--- src/pkg/spf_defines.vh ---
`ifndef SPF_DEFINES_VH
`define SPF_DEFINES_VH
`define SPF_CFG_ADDR 8'h16
`define SPF_CFG_RESET 8'h00
`define SPF_WAKE_POWER_MODE_HI 7
`define SPF_WAKE_POWER_MODE_LO 6
`define SPF_SLEEP_POWER_MODE_HI 5
`define SPF_SLEEP_POWER_MODE_LO 4
`define SPF_ENDIAN_BIT 3
`define SPF_RSVD_BIT 2
`define SPF_TEMP_AINC_BIT 1
`define SPF_FAST_READ_BIT 0
`define SPF_PM_LOW_POWER 2'h0
`define SPF_PM_HIGH_PERF 2'h1
`define SPF_FLEX_BIT 1
`define SPF_RATE_WAKE_HI 7
`define SPF_RATE_WAKE_LO 4
`define SPF_RATE_SLEEP_HI 3
`define SPF_RATE_SLEEP_LO 0
`define SPF_DEC_CODE_MAX 4'hC
`define SPF_BASE_PERIOD_PS 312500000
`define SPF_CLK_PERIOD_PS 8000
`define SPF_TEMP_ADDR 8'h01
`define SPF_OUT_FIRST 8'h04
`define SPF_OUT_LAST 8'h09
`define SPF_BUF_FIRST 8'h1A
`define SPF_BUF_LAST 8'h1F
`endif

--- src/hdl/spf_power_format.v ---
`timescale 1ns/1ps
`include "spf_defines.vh"
module spf_power_format #(
  parameter BASE_PERIOD_PS = `SPF_BASE_PERIOD_PS,
  parameter CLK_PERIOD_PS = `SPF_CLK_PERIOD_PS
) (
  input wire sys_clk,
  input wire rst_b,
  input wire [7:0] reg_addr,
  input wire [7:0] reg_wdata,
  input wire reg_wr,
  input wire reg_rd,
  output reg [7:0] reg_rdata,
  input wire [7:0] state_rate_config,
  input wire [11:0] wake_idle,
  input wire [11:0] sleep_idle,
  input wire sleep_state,
  input wire sampling_enable,
  input wire boot_mode_pin,
  input wire [11:0] fmt_sample,
  input wire fmt_endian_capable,
  input wire fmt_load,
  output reg [7:0] fmt_low_byte,
  output reg [7:0] fmt_high_byte,
  input wire [7:0] burst_addr,
  input wire burst_step,
  output reg [7:0] burst_next_addr,
  output reg [1:0] wake_power_mode,
  output reg [1:0] sleep_power_mode,
  output reg endian_select,
  output reg temperature_autoinc,
  output reg fast_read,
  output reg wake_flexible,
  output reg sleep_flexible,
  output reg [3:0] wake_rate_code,
  output reg [3:0] wake_decimation_code,
  output reg [3:0] sleep_rate_code,
  output reg [3:0] sleep_decimation_code,
  output reg [25:0] flex_period_units,
  output reg flex_sample_tick,
  output reg power_mode_not_advised
);

  reg [7:0] cfg;
  reg boot_meta;
  reg boot_sync;
  reg [31:0] base_acc;
  reg base_tick;
  reg [25:0] period_cnt;
  reg [25:0] next_period;
  reg [3:0] cur_dec_code;
  reg [12:0] dec_factor;
  reg [11:0] cur_idle;
  reg cur_flex;
  reg [7:0] next_low;
  reg [7:0] next_high;
  reg [7:0] next_addr;
  reg in_data;
  wire [1:0] cfg_wake_power_mode = cfg[`SPF_WAKE_POWER_MODE_HI:`SPF_WAKE_POWER_MODE_LO];
  wire [1:0] cfg_sleep_power_mode = cfg[`SPF_SLEEP_POWER_MODE_HI:`SPF_SLEEP_POWER_MODE_LO];
  wire cfg_wake_flex = cfg_wake_power_mode[`SPF_FLEX_BIT];
  wire cfg_sleep_flex = cfg_sleep_power_mode[`SPF_FLEX_BIT];
  wire [3:0] wake_nibble = state_rate_config[`SPF_RATE_WAKE_HI:`SPF_RATE_WAKE_LO];
  wire [3:0] sleep_nibble = state_rate_config[`SPF_RATE_SLEEP_HI:`SPF_RATE_SLEEP_LO];
  wire [31:0] acc_sum = base_acc + CLK_PERIOD_PS;

  always @(posedge sys_clk or negedge rst_b) begin
    if (!rst_b) begin
      cfg <= `SPF_CFG_RESET;
      reg_rdata <= 8'h00;
    end else begin
      if (reg_wr && reg_addr == `SPF_CFG_ADDR) begin
        cfg <= reg_wdata;
      end
      if (reg_rd) begin
        reg_rdata <= (reg_addr == `SPF_CFG_ADDR) ? cfg : 8'h00;
      end
    end
  end

  // current state picks its own idle and decimation
  always @* begin
    cur_flex = sleep_state ? cfg_sleep_flex : cfg_wake_flex;
    cur_dec_code = sleep_state ? sleep_nibble : wake_nibble;
    cur_idle = sleep_state ? sleep_idle : wake_idle;
    // codes above the largest factor saturate rather than overflow
    if (cur_dec_code > `SPF_DEC_CODE_MAX) begin
      cur_dec_code = `SPF_DEC_CODE_MAX;
    end
    dec_factor = 13'h0001 << cur_dec_code;
    next_period = ({14'h0000, cur_idle} + 26'h0000001) * {13'h0000, dec_factor};
  end

  always @* begin
    if (cfg[`SPF_FAST_READ_BIT]) begin
      next_low = fmt_sample[11:4];
      next_high = 8'h00;
    end else if (cfg[`SPF_ENDIAN_BIT] && fmt_endian_capable) begin
      next_low = fmt_sample[11:4];
      next_high = {fmt_sample[3:0], 4'h0};
    end else begin
      next_low = fmt_sample[7:0];
      next_high = {4'h0, fmt_sample[11:8]};
    end
  end

  // burst pointer advance
  always @* begin
    in_data = (burst_addr >= `SPF_OUT_FIRST && burst_addr <= `SPF_OUT_LAST) ||
              (burst_addr >= `SPF_BUF_FIRST && burst_addr <= `SPF_BUF_LAST);
    next_addr = burst_addr + 8'h01;
    if (cfg[`SPF_FAST_READ_BIT] && in_data) begin
      next_addr = burst_addr + 8'h02;
    end
    if (!cfg[`SPF_TEMP_AINC_BIT] && next_addr == `SPF_TEMP_ADDR) begin
      next_addr = next_addr + 8'h01;
    end
  end

  always @(posedge sys_clk or negedge rst_b) begin
    if (!rst_b) begin
      fmt_low_byte <= 8'h00;
      fmt_high_byte <= 8'h00;
      burst_next_addr <= 8'h00;
    end else begin
      if (fmt_load) begin
        fmt_low_byte <= next_low;
        fmt_high_byte <= next_high;
      end
      if (burst_step) begin
        burst_next_addr <= next_addr;
      end
    end
  end

  // nibble as decimation in flexible mode
  always @(posedge sys_clk or negedge rst_b) begin
    if (!rst_b) begin
      wake_power_mode <= `SPF_PM_LOW_POWER;
      sleep_power_mode <= `SPF_PM_LOW_POWER;
      endian_select <= 1'b0;
      temperature_autoinc <= 1'b0;
      fast_read <= 1'b0;
      wake_flexible <= 1'b0;
      sleep_flexible <= 1'b0;
      wake_rate_code <= 4'h0;
      wake_decimation_code <= 4'h0;
      sleep_rate_code <= 4'h0;
      sleep_decimation_code <= 4'h0;
      flex_period_units <= 26'h0000000;
    end else begin
      wake_power_mode <= cfg_wake_power_mode;
      sleep_power_mode <= cfg_sleep_power_mode;
      endian_select <= cfg[`SPF_ENDIAN_BIT];
      temperature_autoinc <= cfg[`SPF_TEMP_AINC_BIT];
      fast_read <= cfg[`SPF_FAST_READ_BIT];
      wake_flexible <= cfg_wake_flex;
      sleep_flexible <= cfg_sleep_flex;
      wake_rate_code <= cfg_wake_flex ? 4'h0 : wake_nibble;
      wake_decimation_code <= cfg_wake_flex ? wake_nibble : 4'h0;
      sleep_rate_code <= cfg_sleep_flex ? 4'h0 : sleep_nibble;
      sleep_decimation_code <= cfg_sleep_flex ? sleep_nibble : 4'h0;
      flex_period_units <= cur_flex ? next_period : 26'h0000000;
    end
  end

  // base tick by fractional accumulator, exact on average for a non-integer cycle count
  always @(posedge sys_clk or negedge rst_b) begin
    if (!rst_b) begin
      base_acc <= 32'h00000000;
      base_tick <= 1'b0;
    end else if (!(sampling_enable && cur_flex)) begin
      base_acc <= 32'h00000000;
      base_tick <= 1'b0;
    end else if (acc_sum >= BASE_PERIOD_PS) begin
      base_acc <= acc_sum - BASE_PERIOD_PS;
      base_tick <= 1'b1;
    end else begin
      base_acc <= acc_sum;
      base_tick <= 1'b0;
    end
  end

  always @(posedge sys_clk or negedge rst_b) begin
    if (!rst_b) begin
      period_cnt <= 26'h0000000;
      flex_sample_tick <= 1'b0;
    end else if (!(sampling_enable && cur_flex)) begin
      period_cnt <= 26'h0000000;
      flex_sample_tick <= 1'b0;
    end else if (base_tick) begin
      if (period_cnt + 26'h0000001 >= next_period) begin
        period_cnt <= 26'h0000000;
        flex_sample_tick <= 1'b1;
      end else begin
        period_cnt <= period_cnt + 26'h0000001;
        flex_sample_tick <= 1'b0;
      end
    end else begin
      flex_sample_tick <= 1'b0;
    end
  end

  always @(posedge sys_clk or negedge rst_b) begin
    if (!rst_b) begin
      boot_meta <= 1'b0;
      boot_sync <= 1'b0;
      power_mode_not_advised <= 1'b0;
    end else begin
      boot_meta <= boot_mode_pin;
      boot_sync <= boot_meta;
      power_mode_not_advised <= boot_sync &&
        (cfg_wake_power_mode != `SPF_PM_LOW_POWER || cfg_sleep_power_mode != `SPF_PM_LOW_POWER);
    end
  end

endmodule

--- config.mk ---
export PLATFORM = sky130hd
export DESIGN_NAME = spf_power_format
export DESIGN_NICKNAME = d
export VERILOG_FILES = /design/src/hdl/spf_power_format.v
export VERILOG_INCLUDE_DIRS = /design/src /design/src/pkg
export SDC_FILE = /design/constraint.sdc
export NUM_CORES = 1
export LEC_CHECK = 0
export ABC_CLOCK_PERIOD_IN_PS = 5200
export BUFFER_PORTS_ARGS = -buffer_cell sky130_fd_sc_hd__buf_2
export CORE_MARGIN = 4
export CORE_UTILIZATION = 35
export CTS_BUF_LIST = sky130_fd_sc_hd__clkbuf_4 sky130_fd_sc_hd__clkbuf_8
export CTS_CLUSTER_SIZE = 40
export DETAILED_ROUTE_END_ITERATION = 10
export PLACE_DENSITY = 0.6
export SLEW_MARGIN = 10
export SYNTH_ARGS = -nofsm -noshare
export SYNTH_HDL_FRONTEND = slang
export SYNTH_SLANG_ARGS = --single-unit
--- constraint.sdc ---
create_clock -name sys_clk -period 5.2 [get_ports sys_clk]
set_input_delay 1.56 -clock sys_clk [delete_from_list [all_inputs] [get_ports sys_clk]]
set_output_delay 1.56 -clock sys_clk [all_outputs]
set_load 0.05 [all_outputs]
Word level (Yosys, flattened, before mapping) --
Cells that the tools add are included. Widths: inputs -> output; s select.
Storage, ports and cells: bits in registers 154, input bits 78, output and inout port bits 85, word-level logic and storage cells 82
Cells by class: $add $sub $neg 7, multiply operators 1, order comparisons 7, eq/ne operators 3, shift-type cells 1, muxes and demuxes 26, reductions and logical operators 13
Operators with widths (number):
- $mux 26 | 4
- $mux 32 | 2
- $mux 8 | 7
- $add 32x13->32 const B | 1
- $ge 32x29->1 const B | 1
- $sub 32x29->32 const B | 1
- $add 26x1->26 const B | 1
- $ge 26x26->1 | 1
- $mul 13x13->26 | 1
- $mux 4 | 6
- $add 8x1->8 const B | 2
- $add 12x1->13 const B | 1
- $shl 1x4->13 const A | 1
- $mux 12 | 1
- $add 8x2->8 const B | 1
- $eq 8x1->1 const B | 1
- $eq 8x5->1 const B | 1
- $ge 8x3->1 const B | 1
- $ge 8x5->1 const B | 1
- $le 8x4->1 const B | 1
- $le 8x5->1 const B | 1
- $logic_and 1x1->1 | 8
- $mux 1 | 6
- $gt 4x4->1 const B | 1
- 4 further kinds | 6

Depth between registers and ports, before layout --
depth in word-level cells 9, mapped depth 41, depth with buffers taken out 36

Worst setup path before layout --
No wires, ideal clock.
kind in2reg, start in sleep_state, end reg period_cnt[12], setup time 0.082 ns, data arrival time 10.425 ns, data required time 5.118 ns, path slack -5.307 ns, cell stages on the path 37, buffers on the path 8, cells stage by stage clkbuf_1 > clkbuf_1 > clkbuf_1 > clkbuf_1 > clkbuf_1 > mux2i_1 > xnor2_1 > clkbuf_1 > nor2_1 > fa_1 > inv_1 > fa_1 > inv_1 > fa_1 > fa_1 > inv_1 > fa_1 > inv_1 > ha_1 > a21o_1 > a21o_1 > o31a_1 > o2111ai_1 > a2111oi_0 > or2_2 > or2_2 > ha_1 > a21o_1 > a21oi_1 > nor2b_1 > or2_2 > o32ai_1 > a21o_1 > clkbuf_1 > clkbuf_1 > o21ai_0 > a31oi_1
Between the ends: cells in the longest elaborated chain, start to end 9, elaborated cells between the ends (all ways) 14, classes of those cells add/sub: 1; mul: 1; order compare: 2; eq/ne: 1; shift: 1; mux: 7; reduce/logical: 1
Ends and longest elaborated chain:
- start, declared | RTL line spf_power_format.v:17 | input wire sleep_state,
- parallel branches: the longest is 9 deep, another holds $mul 13x13->26
- end signal, assigned | RTL line spf_power_format.v:196 | period_cnt <= period_cnt + 26'h0000001;
- end, declared | RTL line spf_power_format.v:49 | reg [25:0] period_cnt;
Several ways; the timed one is not identified. The select of a mux whose other input is x is not followed. A chain may end at the register's enable or synchronous reset.

Final worst setup path --
Ends and elaborated chain as after synthesis.

==> metrics <==
most numerous cell on the critical path=fa_1; share of post-route cells with drive strength above 1=0.3240; Slowest-stage cell, CP=fa_1; failing checks=setup timing; status=complete, but fails checks; Finished Core Util=0.4689; Crit. End Element=register; Synth Net Count=1868; Fin. Hold Viols=0; maximum number of pins on one net before global-route repair=80; area growth from synthesis to layout=32.39%; Setup violations, final=48; met1 GRT Util=0.2195; Gate Count Post-Synth=1559; Max Cap Viol=0; Setup CP Type=input port to register; TritonCTS clock tree=done; Slew Viols, Final=0; top_reg_cell synth=dfrtp_1; routability congestion estimate=0.8882; Power Density=179.0 nW/um^2; GRT met3 Usage=0.03693; critical path startpoint category=input port; leakage power=0.009259 uW; PortBufs=162; DPL Wire Length=29.98 mm; Clock Skew=45.09 ps; Root Buffer=clkbuf_8; CP delay by family, top=adder cells; final worst slack=-3399 ps; Global Route Usage Sum=0.1758; syn_area_per_cell=9.047 sq um; Worst Hold Class=register to register; Max VDD drop=0.0001576 V; routed len/inst=15.57 microns; Post-synth EDFFs=0; grt peak-use layer=met2; CTS Buffer Depth=2; gr ovfl total=0; Synth top area share=0.2608; clk slew on worst S/H paths=100 ps; Final Cycle Share=1.654; H-tree depth=4; # DRC=0; RSZ-0062 raised after global routing=yes; Post-Syn Area=14100 sq um; Vias/cell=4.983; Clk Latency, worst-skew pair=540 ps; Worst EP required=5630 ps; vias in the first global route=12726; CORE AREA=39820 sq um; CP bufs+invs=9; post-route insts no fill=2446; die area=43570 sq um; worst slew pin tran=905.5 ps; cts-stage hold buffer count=0; clk sink count=147; chip width=208.7 microns; Site Rows=73; detailed router's first-iteration violation count=680; FFs w/ async S/R, synth=1.000; initial core utilization=0.3542; Yosys reg bits=147; dpl cells=2380; first-pass GRT wire length=63.26 mm; initial antenna violation count=1; Die H=208.7 microns; maximum clock frequency=0.1163 GHz; Yosys cell types=82; synthesis warning total=0; Synth area leader=dfrtp_1; CP max FO=9; I/O pin count=163; Critical Path Max Stage Delay=510 ps; Synth area leaders=dfrtp_1, fa_1, ha_1, nor2_1, inv_1; layout net count=2216; Routed Antenna Nets=0; number of buffers created by CTS=17; CP arrival=9030 ps; filler cell count=3788; TritonRoute pass-1 iters=6; sequential share of the synthesized area=0.2608; via count=12189; min Tclk post-route=8599 ps; GR Util met2=0.3126; routed wire length=38.08 mm; worst rel slew slack=0.3963
worst reg2reg max path, stage by stage, from the launching register on:
cell,delay (ps)
dfrtp_1,480
ha_1,250
nand2_1,110
nor3_1,170
buf_4,170
and3_1,290
nand3_1,220
nor2_1,360
nand3_1,240
nor2_1,240
xor2_1,220
ha_1,280
a21oi_2,130
nor2b_2,50
or2_4,240
o32ai_4,280
a21o_4,210
buf_12,160
a21oi_1,70
a31oi_1,150
layer usage:
layer / vias up / share of wire
met3: 44 / 0.043
met5: - / 0.00034
li1: 5923 / -
met2: 216 / 0.51
met4: 2 / 0.016
met1: 6004 / 0.43
registers in the layout, summed over array words and instances, names as in the netlist, 8 cells and up:
register	count
base_acc	27
flex_period_units	26
period_cnt	26
burst_next_addr	8
cfg	8
fmt_high_byte	8
fmt_low_byte	8
reg_rdata	8
path summary, 6_finish.rpt:
check,startpoint,end,slack [ps],depth (start not counted)
hold / removal,boot_meta,boot_sync,370,0
min in group asynchronous,rst_b,reg_rdata[7],1030,1
setup reg to reg,period_cnt[0],period_cnt[12],790,19
hold reg to reg,boot_meta,boot_sync,370,0
setup / recovery,sleep_state,period_cnt[12],-3400,38
max in group asynchronous,rst_b,flex_period_units[20],3300,2
layout by cell type, fill, tap and decap left out, types with 8 or more instances in the layout:
cell type  count
a21oi_2       21
o21ai_0       34
ha_4          13
ha_1          97
a21o_1        22
mux2i_1       13
xor2_1        36
nand3_1       33
dfrtp_1      147
mux2_2        11
a21oi_1       49
or3_1          8
o22ai_1       15
or2_2          9
nand4_1       10
fa_1         117
clkbuf_8      18
xnor2_4        8
nand2b_1      21
and3_1        16
nor2_2        20
nor2_1       172
a31oi_1       16
xnor2_1       49
buf_4        199
nor3_1        17
a22o_1        13
and4_1         8
buf_2        160
nand2_1      132
nor2b_1       21
nor2_4         9
inv_2         14
inv_1        157
buf_6         18
buf_12         9
and2_1        15
stage by stage:
| step | cell area, sq um | setup TNS (ps) | setup WS [ps] | power [uW] | hold WS, ps |
|---|---|---|---|---|---|
| floorplan | 14830 | -129230 | -3596 | 1865 | 331.2 |
| global placement | 17360 | -147280 | -3948 | 2280 | 389.7 |
| detailed placement | 17360 | -152830 | -4111 | 2290 | 361.1 |
| CTS | 18490 | -114410 | -3337 | 3362 | 384.8 |
| global route | 18670 | -129640 | -3707 | 3549 | 399.6 |
| finish | 18670 | -118030 | -3399 | 3342 | 371.1 |
final cells by class:
cell class                 instances  area (sq um)  area share
antenna                            1         2.502   0.0001340
clock buffer                      19         255.2     0.01367
clock inverter                    13         150.1    0.008041
inverter                         172         645.6     0.03458
multi-input combinational       1181         10550      0.5651
sequential                       147          3679      0.1970
tap                              525         656.9     0.03518
timing repair buffer             388          2733      0.1463
repair_timing:
item | 4_1_cts | 5_1_grt
hold endpoints to repair | 0 | 0
buffers inserted | 24 | 12
gates cloned | 4 | 0
pin swaps | 61 | 55
endpoints found under the setup margin | 48 | 48
gates resized for setup | 90 | 30
cells by family after synthesis:
kind of cell,synth area share
simple gates,0.1866
xor+xnor,0.06751
flops,0.2608
buf+inv,0.06405
mux,0.02244
fa+ha+maj,0.2693
compound gates,0.1292
synthesized netlist by cell type, types with 23 or more instances:
cell / number
xor2_1: 43
ha_1: 110
nand2b_1: 23
clkbuf_1: 43
dfrtp_1: 147
nand3_1: 34
nand2_1: 139
xnor2_1: 62
a21o_1: 23
nor2b_1: 24
fa_1: 121
nor2_1: 201
a21oi_1: 71
o21ai_0: 43
nor3_1: 24
inv_1: 171
power breakdown:
| group | switching (uW) | internal (uW) | total (uW) |
|---|---|---|---|
| Clock | 506 | 451 | 957 |
| Combinational | 666 | 522 | 1190 |
| Sequential | 21.9 | 1170 | 1200 |
(Power assumes the default switching activity.)
